--- config.mk ---
export PLATFORM = sky130hd
export DESIGN_NAME = vsr_video_rx
export DESIGN_NICKNAME = d
export VERILOG_FILES = /design/src/design/vsr_pkg.sv /design/src/design/vsr_video_rx.sv
export SDC_FILE = /design/constraint.sdc
export NUM_CORES = 1
export LEC_CHECK = 0
export ABC_CLOCK_PERIOD_IN_PS = 12000
export BUFFER_PORTS_ARGS = -buffer_cell sky130_fd_sc_hd__buf_4
export CORE_AREA = 2 2 187 189
export DETAILED_ROUTE_END_ITERATION = 8
export DIE_AREA = 0 0 189 191
export GPL_TIMING_DRIVEN = 0
export HOLD_SLACK_MARGIN = 0.06
export PLACE_DENSITY = 0.69
export SLEW_MARGIN = 20
export SYNTH_ARGS = -nofsm -noshare
export SYNTH_HDL_FRONTEND = slang
export SYNTH_SLANG_ARGS = --single-unit
--- constraint.sdc ---
create_clock -name clk -period 12 [get_ports clk]
set_clock_uncertainty 0.1 [all_clocks]
set_input_delay 1.8 -clock clk [delete_from_list [all_inputs] [get_ports clk]]
set_output_delay 1.8 -clock clk [all_outputs]
set_load 0.05 [all_outputs]
--- src/design/vsr_pkg.sv ---
// Constants, enumerations and carrier types for the video sync to stream receiver
// What this block does
// - Drop blanking except ancillary packets, forward active picture
// - Pass active samples unchanged, same plane layout
// - Accept 8/10-bit sync words, ignore two LSBs
// - Horizontal blanking flag from sync word
// - Vertical blanking flag from sync word
// - Field flag from sync word
// - Never inspect unused sync word bits
// - Embedded mode reads data only when valid
// - Ancillary packets from luma in vertical blanking
// - Separate mode: every valid sample is active
// - Build control and video packets per field
// - Carry video into the system clock domain
// - Ignore video inputs while lock is low
// - Lock loss ends the current frame early
// - Output disabled after reset, detection continues
// - Go bit starts output at matching field start
// - Clearing go stops at matching field end
// - Interlaced output in whole field pairs
// - Progressive: F1-first gives nothing, else F0s
// - Status interrupt on format change or disconnect
// - Two interrupts, enables and W1C bits [2:1]
// - Stable when two of three lines match
package vsr_pkg;
	// Bits per colour sample and planes per beat
	localparam int BPS = 10;
	localparam int PLANES = 2;
	localparam int VID_DW = BPS * PLANES;
	// Register word offsets
	localparam logic [2:0] ADDR_CONTROL = 3'h0;
	localparam logic [2:0] ADDR_STATUS = 3'h1;
	localparam logic [2:0] ADDR_INTERRUPT = 3'h2;
	localparam logic [2:0] ADDR_WIDTH = 3'h3;
	localparam logic [2:0] ADDR_HEIGHT = 3'h4;
	// Field positions
	localparam int CTRL_GO = 0;
	localparam int STAT_OUT = 0;
	localparam int STAT_STABLE = 1;
	localparam int STAT_INTERLACED = 2;
	localparam int STAT_OVERFLOW = 3;
	localparam int INT_UPD = 1;
	localparam int INT_STB = 2;
	// Reset values
	localparam logic [2:0] CTRL_RESET = 3'h0;
	localparam logic [15:0] SIZE_RESET = 16'h0000;
	// Packet types in the header beat
	localparam logic [3:0] PKT_VIDEO = 4'h0;
	localparam logic [3:0] PKT_ANC = 4'hd;
	localparam logic [3:0] PKT_CTRL = 4'hf;
	// Timing reference words, top eight bits
	localparam logic [7:0] TRS_ONES = 8'hff;
	localparam logic [7:0] TRS_ZERO = 8'h00;
	// Flag positions in the top eight bits of a sync word
	localparam int XYZ_H = 4;
	localparam int XYZ_V = 5;
	localparam int XYZ_F = 6;
	// Control packet: header plus five nibble-pair beats
	localparam logic [2:0] CTRL_LAST = 3'h5;
	// Ancillary words before the data count arrives
	localparam logic [1:0] ANC_DC_IDX = 2'h2;
	localparam logic [1:0] ANC_DATA_IDX = 2'h3;
	// Field order choices
	typedef enum logic [1:0] {
		ORDER_F1_FIRST = 2'h0,
		ORDER_F0_FIRST = 2'h1,
		ORDER_ANY = 2'h2
	} vsr_order_type;
	// Output sequencer states, Gray along idle-ctrl-video
	typedef enum logic [1:0] {
		ST_IDLE = 2'b00,
		ST_CTRL = 2'b01,
		ST_VIDEO = 2'b11,
		ST_ANC = 2'b10
	} vsr_state_type;
	// Video pins as one bundle through the synchroniser
	typedef struct packed {
		logic vclk;
		logic locked;
		logic dv;
		logic h;
		logic v;
		logic f;
		logic [VID_DW-1:0] data;
	} vsr_vid_type;
	// One stream beat
	typedef struct packed {
		logic sop;
		logic eop;
		logic [VID_DW-1:0] data;
	} vsr_beat_type;
endpackage : vsr_pkg

--- src/design/vsr_video_rx.sv ---
// Clocked video to flow-controlled packet stream receiver with register port
`timescale 1ns/10ps
`default_nettype none
module vsr_video_rx
	import vsr_pkg::*;
#(
	parameter bit EMBEDDED = 1'b1,
	parameter bit TEN_BIT = 1'b1,
	parameter vsr_order_type FIELD_ORDER = ORDER_ANY
) (
	input wire logic clk,
	input wire logic reset,
	input wire logic [2:0] av_address,
	input wire logic av_read,
	input wire logic av_write,
	input wire logic [31:0] av_writedata,
	output logic [31:0] av_readdata,
	output logic av_waitrequest,
	input wire logic vid_clk,
	input wire logic [VID_DW-1:0] vid_data,
	input wire logic vid_datavalid,
	input wire logic vid_locked,
	input wire logic vid_h_sync,
	input wire logic vid_v_sync,
	input wire logic vid_f,
	output logic [VID_DW-1:0] dout_data,
	output logic dout_valid,
	output logic dout_startofpacket,
	output logic dout_endofpacket,
	input wire logic dout_ready,
	output logic status_irq
);

	// Top eight bits of the luma word; two LSBs dropped in 10-bit mode
	function automatic logic [7:0] sync_top(input logic [BPS-1:0] w);
		sync_top = TEN_BIT ? w[BPS-1:BPS-8] : w[7:0];
	endfunction : sync_top

	// Data of one control packet beat, nibbles in the low bits of each plane
	function automatic logic [VID_DW-1:0] ctrl_data(input logic [2:0] idx,
		input logic [15:0] w, input logic [15:0] h, input logic [3:0] il);
		logic [3:0] n0;
		logic [3:0] n1;
		n0 = 4'h0;
		n1 = 4'h0;
		case (idx)
			3'h0: n0 = PKT_CTRL;
			3'h1: begin n0 = w[15:12]; n1 = w[11:8]; end
			3'h2: begin n0 = w[7:4]; n1 = w[3:0]; end
			3'h3: begin n0 = h[15:12]; n1 = h[11:8]; end
			3'h4: begin n0 = h[7:4]; n1 = h[3:0]; end
			default: n0 = il;
		endcase
		ctrl_data = '0;
		ctrl_data[3:0] = n0;
		ctrl_data[BPS+3:BPS] = n1;
	endfunction : ctrl_data

	////////////////////////////////////////////////////////////////////////////
	// Input synchroniser and video clock edge detection
	vsr_vid_type vin; // Raw pin bundle
	vsr_vid_type sync1; // First stage, read only by sync2
	vsr_vid_type sync2; // Second stage, safe to use
	logic vclk_d; // Previous video clock level
	logic lock_d; // Previous lock level
	logic vtick; // One sample slot of the video clock
	logic lock_fall; // Lock just dropped

	assign vin = {vid_clk, vid_locked, vid_datavalid, vid_h_sync, vid_v_sync, vid_f, vid_data};

	// Two flip-flops before any logic looks at the pins
	always_ff @(posedge clk or posedge reset) begin
		if (reset) begin
			sync1 <= '0;
			sync2 <= '0;
			vclk_d <= 1'b0;
			lock_d <= 1'b0;
		end else begin
			sync1 <= vin;
			sync2 <= sync1;
			vclk_d <= sync2.vclk;
			lock_d <= sync2.locked;
		end
	end

	// Act on the falling video clock edge, mid-way through stable data
	assign vtick = vclk_d & ~sync2.vclk & sync2.locked;
	assign lock_fall = lock_d & ~sync2.locked;

	////////////////////////////////////////////////////////////////////////////
	// Timing decode
	logic [7:0] top; // Sync view of current luma word
	logic [7:0] w1; // Last valid word
	logic [7:0] w2; // Word before that
	logic [7:0] w3; // Oldest of three
	logic sample; // A data word is read this slot
	logic trs_hit; // Current word is a sync word
	logic pre_hit; // Current word is part of a timing preamble
	logic flag_upd; // Flags refresh this slot
	logic h_flag; // Horizontal blanking
	logic v_flag; // Vertical blanking
	logic f_flag; // Field 1
	logic next_h;
	logic next_v;
	logic next_f;
	logic active_word; // Active picture word
	logic anc_word; // Luma word inside vertical blanking
	logic adf_hit; // Ancillary data flag completed
	logic fs; // Field start
	logic fe; // Field end
	logic line_end; // Horizontal blanking begins

	assign top = sync_top(sync2.data[BPS-1:0]);
	assign sample = vtick & sync2.dv;
	assign trs_hit = EMBEDDED & (w3 == TRS_ONES) & (w2 == TRS_ZERO) & (w1 == TRS_ZERO);
	assign pre_hit = (top == TRS_ONES) | ((top == TRS_ZERO) & (w1 == TRS_ONES))
		| ((top == TRS_ZERO) & (w1 == TRS_ZERO) & (w2 == TRS_ONES));
	assign flag_upd = EMBEDDED ? (sample & trs_hit) : vtick;

	// Only bits H, V and F of the sync word are looked at
	always_comb begin
		next_h = h_flag;
		next_v = v_flag;
		next_f = f_flag;
		if (flag_upd) begin
			if (EMBEDDED) begin
				next_h = top[XYZ_H];
				next_v = top[XYZ_V];
				next_f = top[XYZ_F];
			end else begin
				next_h = sync2.h;
				next_v = sync2.v;
				next_f = sync2.f;
			end
		end
	end

	// Active words: embedded drops blanking, separate takes every valid word
	assign active_word = EMBEDDED
		? (sample & ~trs_hit & ~pre_hit & ~next_h & ~next_v)
		: sample;
	assign anc_word = EMBEDDED & sample & ~trs_hit & ~pre_hit & next_v & ~next_h;
	// Flag words 00, ff, ff: the ones also start a preamble, so pre_hit must not veto them
	assign adf_hit = EMBEDDED & sample & ~trs_hit & next_v & ~next_h & (w2 == TRS_ZERO)
		& (w1 == TRS_ONES) & (top == TRS_ONES);
	assign fs = flag_upd & v_flag & ~next_v;
	assign fe = flag_upd & ~v_flag & next_v;
	assign line_end = flag_upd & ~h_flag & next_h;

	// Word history and flag registers
	always_ff @(posedge clk or posedge reset) begin
		if (reset) begin
			w1 <= 8'h00;
			w2 <= 8'h00;
			w3 <= 8'h00;
			h_flag <= 1'b1;
			v_flag <= 1'b1;
			f_flag <= 1'b0;
		end else if (lock_fall) begin
			// Back to blanking so relock cannot fake a field end
			h_flag <= 1'b1;
			v_flag <= 1'b1;
		end else begin
			if (sample) begin
				w1 <= top;
				w2 <= w1;
				w3 <= w2;
			end
			h_flag <= next_h;
			v_flag <= next_v;
			f_flag <= next_f;
		end
	end

	////////////////////////////////////////////////////////////////////////////
	// Format detection, stability and interrupts
	logic [15:0] line_act; // Active words in current line
	logic [15:0] line_tot; // All words in current line
	logic [15:0] tot1; // Total of last line
	logic [15:0] tot2; // Total of line before
	logic [15:0] act_lines; // Active lines in current field
	logic [15:0] width; // Detected active width
	logic [15:0] height; // Detected active height
	logic [15:0] lines_done; // Active lines, counting one that ends this cycle
	logic stable; // Two of three lines agree
	logic next_stable;
	logic interlaced; // Field 1 seen recently
	logic fmt_change; // Width or height moved
	logic [2:1] ints; // Sticky interrupt bits
	logic [2:0] ctrl; // Control register
	logic wr_acc; // Accepted write
	logic prev_f; // Field flag of last ended field

	// Field end and the last line end share one sync word, so add that line here
	assign lines_done = act_lines + {15'h0000, line_end & (line_act != 16'h0000)};
	assign fmt_change = (line_end & (line_act != 16'h0000) & (line_act != width))
		| (fe & (lines_done != height));

	// Stable when any two of this line total and the last two agree
	always_comb begin
		next_stable = stable;
		if (!sync2.locked)
			next_stable = 1'b0;
		else if (line_end)
			next_stable = (line_tot == tot1) | (line_tot == tot2) | (tot1 == tot2);
	end

	// Line and field counters, detected size
	always_ff @(posedge clk or posedge reset) begin
		if (reset) begin
			line_act <= 16'h0000;
			line_tot <= 16'h0000;
			tot1 <= 16'h0000;
			tot2 <= 16'h0000;
			act_lines <= 16'h0000;
			width <= SIZE_RESET;
			height <= SIZE_RESET;
			stable <= 1'b0;
			interlaced <= 1'b0;
		end else begin
			stable <= next_stable;
			if (line_end) begin
				line_tot <= 16'h0000;
				line_act <= 16'h0000;
				tot1 <= line_tot;
				tot2 <= tot1;
				if (line_act != 16'h0000) begin
					width <= line_act;
					act_lines <= act_lines + 16'h0001;
				end
			end else if (sample) begin
				line_tot <= line_tot + 16'h0001;
				if (active_word)
					line_act <= line_act + 16'h0001;
			end
			if (fe) begin
				height <= lines_done;
				act_lines <= 16'h0000;
				if (f_flag)
					interlaced <= 1'b1;
				else if (!prev_f)
					interlaced <= 1'b0;
			end
		end
	end

	// Sticky interrupts; a set in the clearing cycle wins
	always_ff @(posedge clk or posedge reset) begin
		if (reset) begin
			ints <= 2'b00;
		end else begin
			if (wr_acc && av_address == ADDR_INTERRUPT)
				ints <= ints & ~av_writedata[2:1];
			if (fmt_change || lock_fall)
				ints[INT_UPD] <= 1'b1;
			if (next_stable != stable)
				ints[INT_STB] <= 1'b1;
		end
	end

	assign status_irq = |(ints & ctrl[2:1]);

	// Label a_stable_irq guards interrupt cause
	a_stable_irq: assert property (@(posedge clk) disable iff (reset)
		$rose(ints[INT_STB]) |-> (stable != $past(stable)))
		else $error("stable interrupt without stability change");
	a_lock_unstable: assert property (@(posedge clk) disable iff (reset)
		!sync2.locked |=> !stable)
		else $error("stable reported while unlocked");
	a_disc_irq: assert property (@(posedge clk) disable iff (reset)
		lock_fall |=> ints[INT_UPD])
		else $error("disconnect did not raise status interrupt");

	////////////////////////////////////////////////////////////////////////////
	// Output enable on field boundaries
	logic out_on; // Output running, status bit 0
	logic in_frame; // Current field is being sent
	logic start_f; // Field output started on
	logic start_ok; // Field matches order setting
	logic start_now; // This field start is sent
	logic pair_done; // Field end closes a whole pair

	always_comb begin
		case (FIELD_ORDER)
			ORDER_F1_FIRST: start_ok = next_f;
			ORDER_F0_FIRST: start_ok = ~next_f;
			default: start_ok = 1'b1;
		endcase
	end

	assign start_now = fs & (out_on | (ctrl[CTRL_GO] & start_ok));
	// Pair ends on the other field, or on a repeat field when progressive
	assign pair_done = (f_flag != start_f) | (f_flag == prev_f);

	// Start, stop and field tracking
	always_ff @(posedge clk or posedge reset) begin
		if (reset) begin
			out_on <= 1'b0;
			in_frame <= 1'b0;
			start_f <= 1'b0;
			prev_f <= 1'b1;
		end else begin
			if (fs) begin
				in_frame <= start_now;
				if (!out_on && start_now) begin
					out_on <= 1'b1;
					start_f <= next_f;
				end
			end else if (fe) begin
				in_frame <= 1'b0;
				prev_f <= f_flag;
				if (out_on && !ctrl[CTRL_GO] && pair_done)
					out_on <= 1'b0;
			end else if (lock_fall) begin
				in_frame <= 1'b0;
			end
		end
	end

	a_start_field: assert property (@(posedge clk) disable iff (reset)
		$rose(out_on) |-> ($past(fs) && $past(ctrl[CTRL_GO])))
		else $error("output started off a field start or without go");
	a_stop_field: assert property (@(posedge clk) disable iff (reset)
		$fell(out_on) |-> ($past(fe) && !$past(ctrl[CTRL_GO])))
		else $error("output stopped off a field end or with go set");
	a_order_f1: assert property (@(posedge clk) disable iff (reset)
		($rose(out_on) && FIELD_ORDER == ORDER_F1_FIRST) |-> start_f)
		else $error("field 1 first started on field 0");

	////////////////////////////////////////////////////////////////////////////
	// Packet sequencer and output beat
	vsr_state_type state; // Packet context
	logic [2:0] cidx; // Control beat index
	logic [1:0] anc_idx; // Ancillary word index, saturating
	logic [8:0] anc_left; // Ancillary words still due
	logic anc_last; // Last ancillary word this slot
	vsr_beat_type pend; // Beat held back so the last can carry end
	logic pend_valid;
	logic flush_req; // Pending beat must go out with end flag
	vsr_beat_type ob; // Output beat register
	logic slot_free; // Output register can take a beat
	logic take; // A word for the open packet arrives
	logic blocked; // It cannot be taken
	logic push_word; // Held beat leaves, new word held
	logic push_en;
	logic push_flush;
	vsr_beat_type push_beat;
	logic overflow; // Sticky lost-word flag

	assign slot_free = ~dout_valid | dout_ready;
	assign take = (in_frame & active_word) | ((state == ST_ANC) & anc_word & ~adf_hit);
	assign blocked = take & ((state == ST_CTRL) | ~slot_free);
	assign push_word = take & ~blocked;
	assign anc_last = (state == ST_ANC) & push_word & (anc_idx == ANC_DATA_IDX)
		& (anc_left == 9'h001);

	// Choose the beat for the output register
	always_comb begin
		push_en = 1'b0;
		push_flush = 1'b0;
		push_beat = pend;
		if (push_word) begin
			push_en = 1'b1;
		end else if (state == ST_CTRL) begin
			push_en = slot_free;
			push_beat.sop = (cidx == 3'h0);
			push_beat.eop = (cidx == CTRL_LAST);
			push_beat.data = ctrl_data(cidx, width, height, {interlaced, f_flag, 2'b00});
		end else if (flush_req && pend_valid) begin
			push_en = slot_free;
			push_flush = slot_free;
			push_beat.eop = 1'b1;
		end
	end

	// Sequencer state
	always_ff @(posedge clk or posedge reset) begin
		if (reset) begin
			state <= ST_IDLE;
			cidx <= 3'h0;
			anc_idx <= 2'h0;
			anc_left <= 9'h000;
		end else begin
			case (state)
				ST_IDLE: begin
					if (start_now) begin
						state <= ST_CTRL;
						cidx <= 3'h0;
					end else if (adf_hit && out_on) begin
						state <= ST_ANC;
						anc_idx <= 2'h0;
					end
				end
				ST_CTRL: begin
					if (push_en) begin
						cidx <= cidx + 3'h1;
						if (cidx == CTRL_LAST)
							state <= ST_VIDEO;
					end
				end
				ST_VIDEO: begin
					if (fe || lock_fall)
						state <= ST_IDLE;
				end
				ST_ANC: begin
					if (anc_last || lock_fall || fs) begin
						state <= ST_IDLE;
					end else if (push_word) begin
						if (anc_idx == ANC_DC_IDX)
							anc_left <= {1'b0, sync2.data[7:0]} + 9'h001;
						else if (anc_idx == ANC_DATA_IDX)
							anc_left <= anc_left - 9'h001;
						if (anc_idx != ANC_DATA_IDX)
							anc_idx <= anc_idx + 2'h1;
					end
				end
				default: state <= ST_IDLE;
			endcase
		end
	end

	// Held beat and flush request; a new end wins over a finished flush
	always_ff @(posedge clk or posedge reset) begin
		if (reset) begin
			pend <= '0;
			pend_valid <= 1'b0;
			flush_req <= 1'b0;
		end else begin
			if (push_flush) begin
				pend_valid <= 1'b0;
				flush_req <= 1'b0;
			end
			if (start_now) begin
				pend <= '{sop: 1'b1, eop: 1'b0, data: VID_DW'(PKT_VIDEO)};
				pend_valid <= 1'b1;
			end else if (state == ST_IDLE && adf_hit && out_on) begin
				pend <= '{sop: 1'b1, eop: 1'b0, data: VID_DW'(PKT_ANC)};
				pend_valid <= 1'b1;
			end else if (push_word) begin
				pend <= '{sop: 1'b0, eop: 1'b0, data: sync2.data};
			end
			if (((fe || lock_fall) && in_frame) || anc_last
				|| ((lock_fall || fs) && state == ST_ANC))
				flush_req <= 1'b1;
		end
	end

	// Output register holds until the sink takes it
	always_ff @(posedge clk or posedge reset) begin
		if (reset) begin
			ob <= '0;
			dout_valid <= 1'b0;
		end else if (push_en) begin
			ob <= push_beat;
			dout_valid <= 1'b1;
		end else if (dout_ready) begin
			dout_valid <= 1'b0;
		end
	end

	assign dout_data = ob.data;
	assign dout_startofpacket = ob.sop;
	assign dout_endofpacket = ob.eop;

	a_beat_hold: assert property (@(posedge clk) disable iff (reset)
		(dout_valid && !dout_ready) |=> (dout_valid && $stable(dout_data)
		&& $stable(dout_startofpacket) && $stable(dout_endofpacket)))
		else $error("output beat changed while stalled");
	a_lock_end: assert property (@(posedge clk) disable iff (reset)
		(lock_fall && in_frame && !fs && !fe) |=> (!in_frame && flush_req))
		else $error("lock loss did not end the frame");
	a_blank_drop: assert property (@(posedge clk) disable iff (reset)
		(push_word && state == ST_VIDEO) |-> (active_word && sync2.locked))
		else $error("blanking word forwarded as picture");

	////////////////////////////////////////////////////////////////////////////
	// Register port: one wait cycle, then the answer
	logic ack; // Second cycle of an access

	assign av_waitrequest = (av_read | av_write) & ~ack;
	assign wr_acc = av_write & ack;

	// Access handshake and read data
	always_ff @(posedge clk or posedge reset) begin
		if (reset) begin
			ack <= 1'b0;
			av_readdata <= 32'h0000_0000;
		end else begin
			ack <= (av_read | av_write) & ~ack;
			if (av_read && !ack) begin
				case (av_address)
					ADDR_CONTROL: av_readdata <= {29'h0, ctrl};
					ADDR_STATUS: av_readdata <= {28'h0, overflow, interlaced, stable, out_on};
					ADDR_INTERRUPT: av_readdata <= {29'h0, ints, 1'b0};
					ADDR_WIDTH: av_readdata <= {16'h0, width};
					ADDR_HEIGHT: av_readdata <= {16'h0, height};
					default: av_readdata <= 32'h0000_0000;
				endcase
			end
		end
	end

	// Control register and sticky overflow; a loss in the clear cycle wins
	always_ff @(posedge clk or posedge reset) begin
		if (reset) begin
			ctrl <= CTRL_RESET;
			overflow <= 1'b0;
		end else begin
			if (wr_acc && av_address == ADDR_CONTROL)
				ctrl <= av_writedata[2:0];
			if (wr_acc && av_address == ADDR_STATUS && av_writedata[STAT_OVERFLOW])
				overflow <= 1'b0;
			if (blocked)
				overflow <= 1'b1;
		end
	end

	a_wait_one: assert property (@(posedge clk) disable iff (reset)
		((av_read || av_write) && av_waitrequest) |=> !av_waitrequest)
		else $error("register access not answered in one wait cycle");

endmodule : vsr_video_rx
`default_nettype wire

==> Yosys cells after proc, flatten, opt, wreduce, memory -nomap -nowiden <==
Index checks and enable logic that the tools add are counted.
{ "op_classes": {"eq_ne": 41, "bitwise": 71, "reduce_logical": 61, "n_addsub": 8, "mux": 69} }
{ "op_table": {"columns": ["operator", "count"], "rows": [
  ["two-way mux 16 bit", 8],
  ["two-way mux 22 bit", 4],
  ["one-hot mux 16 bit (5 select lines)", 1],
  ["adder 16 x 1 -> 16 bit, second input constant", 3],
  ["== test 16 bit", 3],
  ["AND 1 bit", 41],
  ["two-way mux 1 bit", 34],
  ["== test 8 bit, second input constant", 4],
  ["inequality test 16 bit", 2],
  ["nonzero test 2 bit", 14],
  ["zero test 8 bit", 3],
  ["two-way mux 2 bit", 12],
  ["two-way mux 20 bit", 1],
  ["one-hot mux 4 bit (5 select lines)", 1],
  ["two-way mux 9 bit", 2],
  ["inequality test 2 bit, second input constant", 9],
  ["adder 16 x 1 -> 16 bit", 1],
  ["inverter 1 bit", 16],
  ["one-hot mux 4 bit (4 select lines)", 1],
  ["nonzero test 16 bit", 1],
  ["logical AND 1 bit", 14],
  ["AND reduction 2 bit", 7],
  ["== test 3 x 2 -> 1 bit, second input constant", 4],
  ["OR 1 bit", 11],
  ["other kinds (29)", 53]
]} }
{ "totals": {"reg_bits": 295, "output_inout_bits": 57, "wordCells": 298} }

==> Depth between registers and ports, before layout <==
{ "depth": {"word_depth": 24, "ltp_mapped": 16} }

==> Least setup slack after synthesis <==
No wires, ideal clock.
{ "synth_path": {"path_type": "input port to output port", "start": "in av_read", "end": "out av_waitrequest", "path_stages": 2, "path_slack_ps": 7603, "path_buffers": 0, "arrival_time_ps": 2497, "cell_sequence": "nor2_1 > nor2_1"} }
{ "synth_via": {"elab_chain_len": 2} }
{ "synth_lines": {"columns": ["item", "line", "rtl"], "rows": [
  ["from (decl)", "vsr_video_rx.sv:14", "input wire logic av_read,"],
  ["OR 1 bit", "vsr_video_rx.sv:480", "assign av_waitrequest = (av_read | av_write) & ~ack;"],
  ["AND 1 bit", "vsr_video_rx.sv:480", null],
  ["to (decl)", "vsr_video_rx.sv:18", "output logic av_waitrequest,"]
]} }
Every way passes these cells.

==> Worst setup path after layout <==
{ "layout_path": {"start": "reg w1[3]", "end": "reg ints[1] in the netlist's numbering"} }
{ "layout_via": {"elab_chain_len": 12} }
{ "layout_lines": {"columns": ["item", "line", "rtl"], "rows": [
  ["from (decl)", "vsr_video_rx.sv:93", "logic [7:0] w1;"],
  ["from (signal assigned)", "vsr_video_rx.sv:165", "w1 <= top;"],
  ["zero test 8 bit (*)", "vsr_video_rx.sv:115", "assign trs_hit = EMBEDDED & (w3 == TRS_ONES) & (w2 == TRS_ZERO) & (w1 == TRS_ZERO);"],
  ["AND 1 bit (*)", "vsr_video_rx.sv:115", null],
  ["AND 1 bit (*)", "vsr_video_rx.sv:118", "assign flag_upd = EMBEDDED ? (sample & trs_hit) : vtick;"],
  ["AND 1 bit / two-way mux 1 bit (equally long branches)", "vsr_video_rx.sv:148, vsr_video_rx.sv:125", null],
  ["AND 1 bit", "vsr_video_rx.sv:148", "assign line_end = flag_upd & ~h_flag & next_h;"],
  ["AND 1 bit", "vsr_video_rx.sv:195, vsr_video_rx.sv:196", null],
  ["adder 16 x 1 -> 16 bit", "vsr_video_rx.sv:195", "assign lines_done = act_lines + {15'h0000, line_end & (line_act != 16'h0000)};"],
  ["inequality test 16 bit", "vsr_video_rx.sv:197", "| (fe & (lines_done != height));"],
  ["AND 1 bit", "vsr_video_rx.sv:197", null],
  ["OR 1 bit (*)", "vsr_video_rx.sv:197", null],
  ["logical OR 1 bit (*)", "vsr_video_rx.sv:254", "if (fmt_change || lock_fall)"],
  ["two-way mux 1 bit / nonzero test 2 bit (equally long branches)", null, null],
  ["to (signal assigned)", "vsr_video_rx.sv:253", "ints <= ints & ~av_writedata[2:1];"],
  ["to (decl)", "vsr_video_rx.sv:189", "logic [2:1] ints;"]
]} }
Every way passes the cells marked *; elsewhere a longest branch is shown, timed or not.
A chain may end at the register's enable or synchronous reset.

==> reports/results.tsv <==
metric	value	unit
min-delay-start	sync1[5]	
cts_setup_buffers	0	
critPathKind	reg -> reg	
cts_tree	built	
start_util	39.6	%
synth-main-ff-cell	dfrtp_1	
synth-async-reset-ratio	100	%
drc_errors	0	
cts.clk_slew.worst_paths	60	ps
first_pass_iters	7	
synth_edf_count	0	
holdPathStages	0	
fp.dieW	189	um
synth-simple-area-share	20.3	%
grt_pass1_vias	10500	
syn_area_per_cell	9.49	um2
syn_inst	1423	
hold_end	sync2[5]	
min_period	5170	ps
synth_area_leaders	dfrtp_1 (51%), nand2_1 (9.4%), xor2_1 (5.6%)	
cpMostUsedCell	nor2_1	
synthMuxAreaShare	2.09	%
synth_common_cells	nand2_1 (338), dfrtp_1 (275), nor2_1 (88)	
drive_above_1_share	12.0	%
worstPathCellList	or4_4 -> nor4_4 -> nand2_1 -> nor2_1 -> clkbuf_1 -> ha_1 -> nand3_1 -> nor4_1 -> xnor2_1 -> nor2_1 -> a2111oi_0 -> a41o_1 -> nand4_1	
placedCellCount	1970	
synth-warning-count	0	
io_pins	123	
vias	10700	
setup_violations	0	
ant_nets	0	
worstPathRequired	12270	ps
grt_max_degree	86	
max_freq	193	MHz
first_iter_violations	905	
post-dp-hpwl	24600	um
synthXorXnorAreaFrac	8.50	%
area_growth	17.8	%
ctsResizeCount	0	
r2r_cells	13	
synth_top_family_by_area	simple AND/OR/NAND/NOR gates	
p_per_area	137	mW/mm2
grt-ovfl-total	0	
cts_sinks	278	
synth.largest_area_cell	dfrtp_1	
r2r_setup_slack	6830	ps
die_area	0.0361	mm2
antenna_found_initial	1	
root_buffer	clkbuf_16	
routed_wl	34200	um
setup_ws	6830	ps
worst_pin_slew	823	ps
portBuffers	74	
r2r-end	ints[1]	
rows	68	
gp_congestion	0.900	
clk_latency	520	ps
r2r-start	w1[3]	
die_h	191	um
cp_slowest_stage_delay	650	ps
synth-compound-area-share	11.4	%
numCtsBuffers	34	
diodes	0	
yosysSeqAreaShare	51.6	%
rsz0062_at_grt	no	
nets	1634	
htreeDepth	2	
finalMaxSlewViolations	0	
wl_per_cell	16.8	um
leakage	7.62	nW
netlist_area	0.0135	mm2
hold_class	reg -> reg	
final.period_utilization	43.1	%
status	completed	
synth_fa_ha_area_share	1.65	%
yosys_register_bits	278	
synth_top_area_share	51.0	%
pre_cts_ws	6850	ps
cp_max_fo	10	
yosys.cell_types.count	77	
startpoint_type	register	
crit_arrival	5440	ps
grt_pass1_wl	55600	um
crit_path_end_kind	register	
slew_headroom	43.7	%
vias_per_cell	5.27	
hold_violations	0	
clock_path_buffers	3	
yosys.cell_count.top_type	nand2_1	
crit_slowest_cell	nor4_1	
worst_ir_drop_vdd	81.3	uV
core	0.0341	mm2
holdBufCountCts	0	
cap_viol_max_count	0	
finalNonFillerCells	2032	
grt_usage	19.1	%
## registers in the layout, indices dropped and copies added (netlist names), 3 cells and up
register and count:
act_lines 16, anc_left 9, av_readdata 16, cidx 3, ctrl 3, dout_data 20
height 16, line_act 16, line_tot 16, pend 21, sync1 23, sync2 23
tot1 16, tot2 16, w1 8, w2 8, w3 8, width 16
## area by class of cell
cell class	instances	area, um2
Sequential cell	278	6960
Fill cell	3176	18200
Tap cell	455	569
Buffer	104	482
Clock buffer	47	970
Multi-Input combinational cell	1024	5990
Inverter	32	128
Timing Repair Buffer	77	638
Clock inverter	15	156
## layer usage
metal	share of wire, %	GRT usage [%]
met5	0	0
met4	2.3	5.68
met3	5.3	2.92
met2	46	30.2
met1	47	27.2
## per-stage QoR
stage	util, %	hold slack, ps	power (mW)	TNS [ps]	instance area, um2
floorplan	-	231	1.12	0	13600
CTS	46.6	246	2.20	0	15900
finish	46.6	243	2.17	0	15900
detailed placement	43.3	235	1.17	0	14800
global route	46.6	253	2.26	0	15900
global placement	43.0	232	1.16	-149520	14700
## power breakdown
group | internal [mW] | switching, mW
Sequential | 0.974 | 0.0280
Clock | 0.614 | 0.409
Combinational | 0.0507 | 0.0977
Total | 1.64 | 0.535
## placed cells by master (no fill, tap or decap), types with 34 or more instances in the layout
| cell type | n |
|---|---|
| a21oi_1 | 34 |
| buf_4 | 92 |
| clkbuf_1 | 86 |
| clkbuf_16 | 34 |
| dfrtp_1 | 275 |
| nand2_1 | 338 |
| nor2_1 | 88 |
| o21ai_0 | 86 |
| xnor2_1 | 45 |
| xor2_1 | 86 |
## critical path, delay by kind of cell (launching register included)
family / cells / cell delay, ps
buffers and inverters: 1 / 410
XOR/XNOR: 1 / 220
AO/OA/AOI/OAI: 2 / 780
AND/OR/NAND/NOR: 8 / 2850
flip-flops: 1 / 410
adder cells (fa/ha/maj): 1 / 260
## cell families (layout without fill, tap and decap cells)
family / count (synthesis) / after routing
flip-flops: 278 / 278
XOR/XNOR: 131 / 131
other: 1 / 16
multiplexers: 24 / 24
AO/OA/AOI/OAI: 231 / 231
adder cells (fa/ha/maj): 18 / 18
buffers and inverters: 136 / 275
AND/OR/NAND/NOR: 604 / 604
## worst max-delay path by stage
stage	cells after the start	start	slack (ps)	end
floorplan	1	reset	2440	ack
global placement	2	reset	-570	sync2[17]
detailed placement	13	w1[3]	6850	ints[1]
CTS	13	w1[3]	6840	ints[1]
global route	13	w1[3]	6470	ints[1]
finish	13	w1[3]	6830	ints[1]
Note: power is estimated with default switching activity, not from simulation.
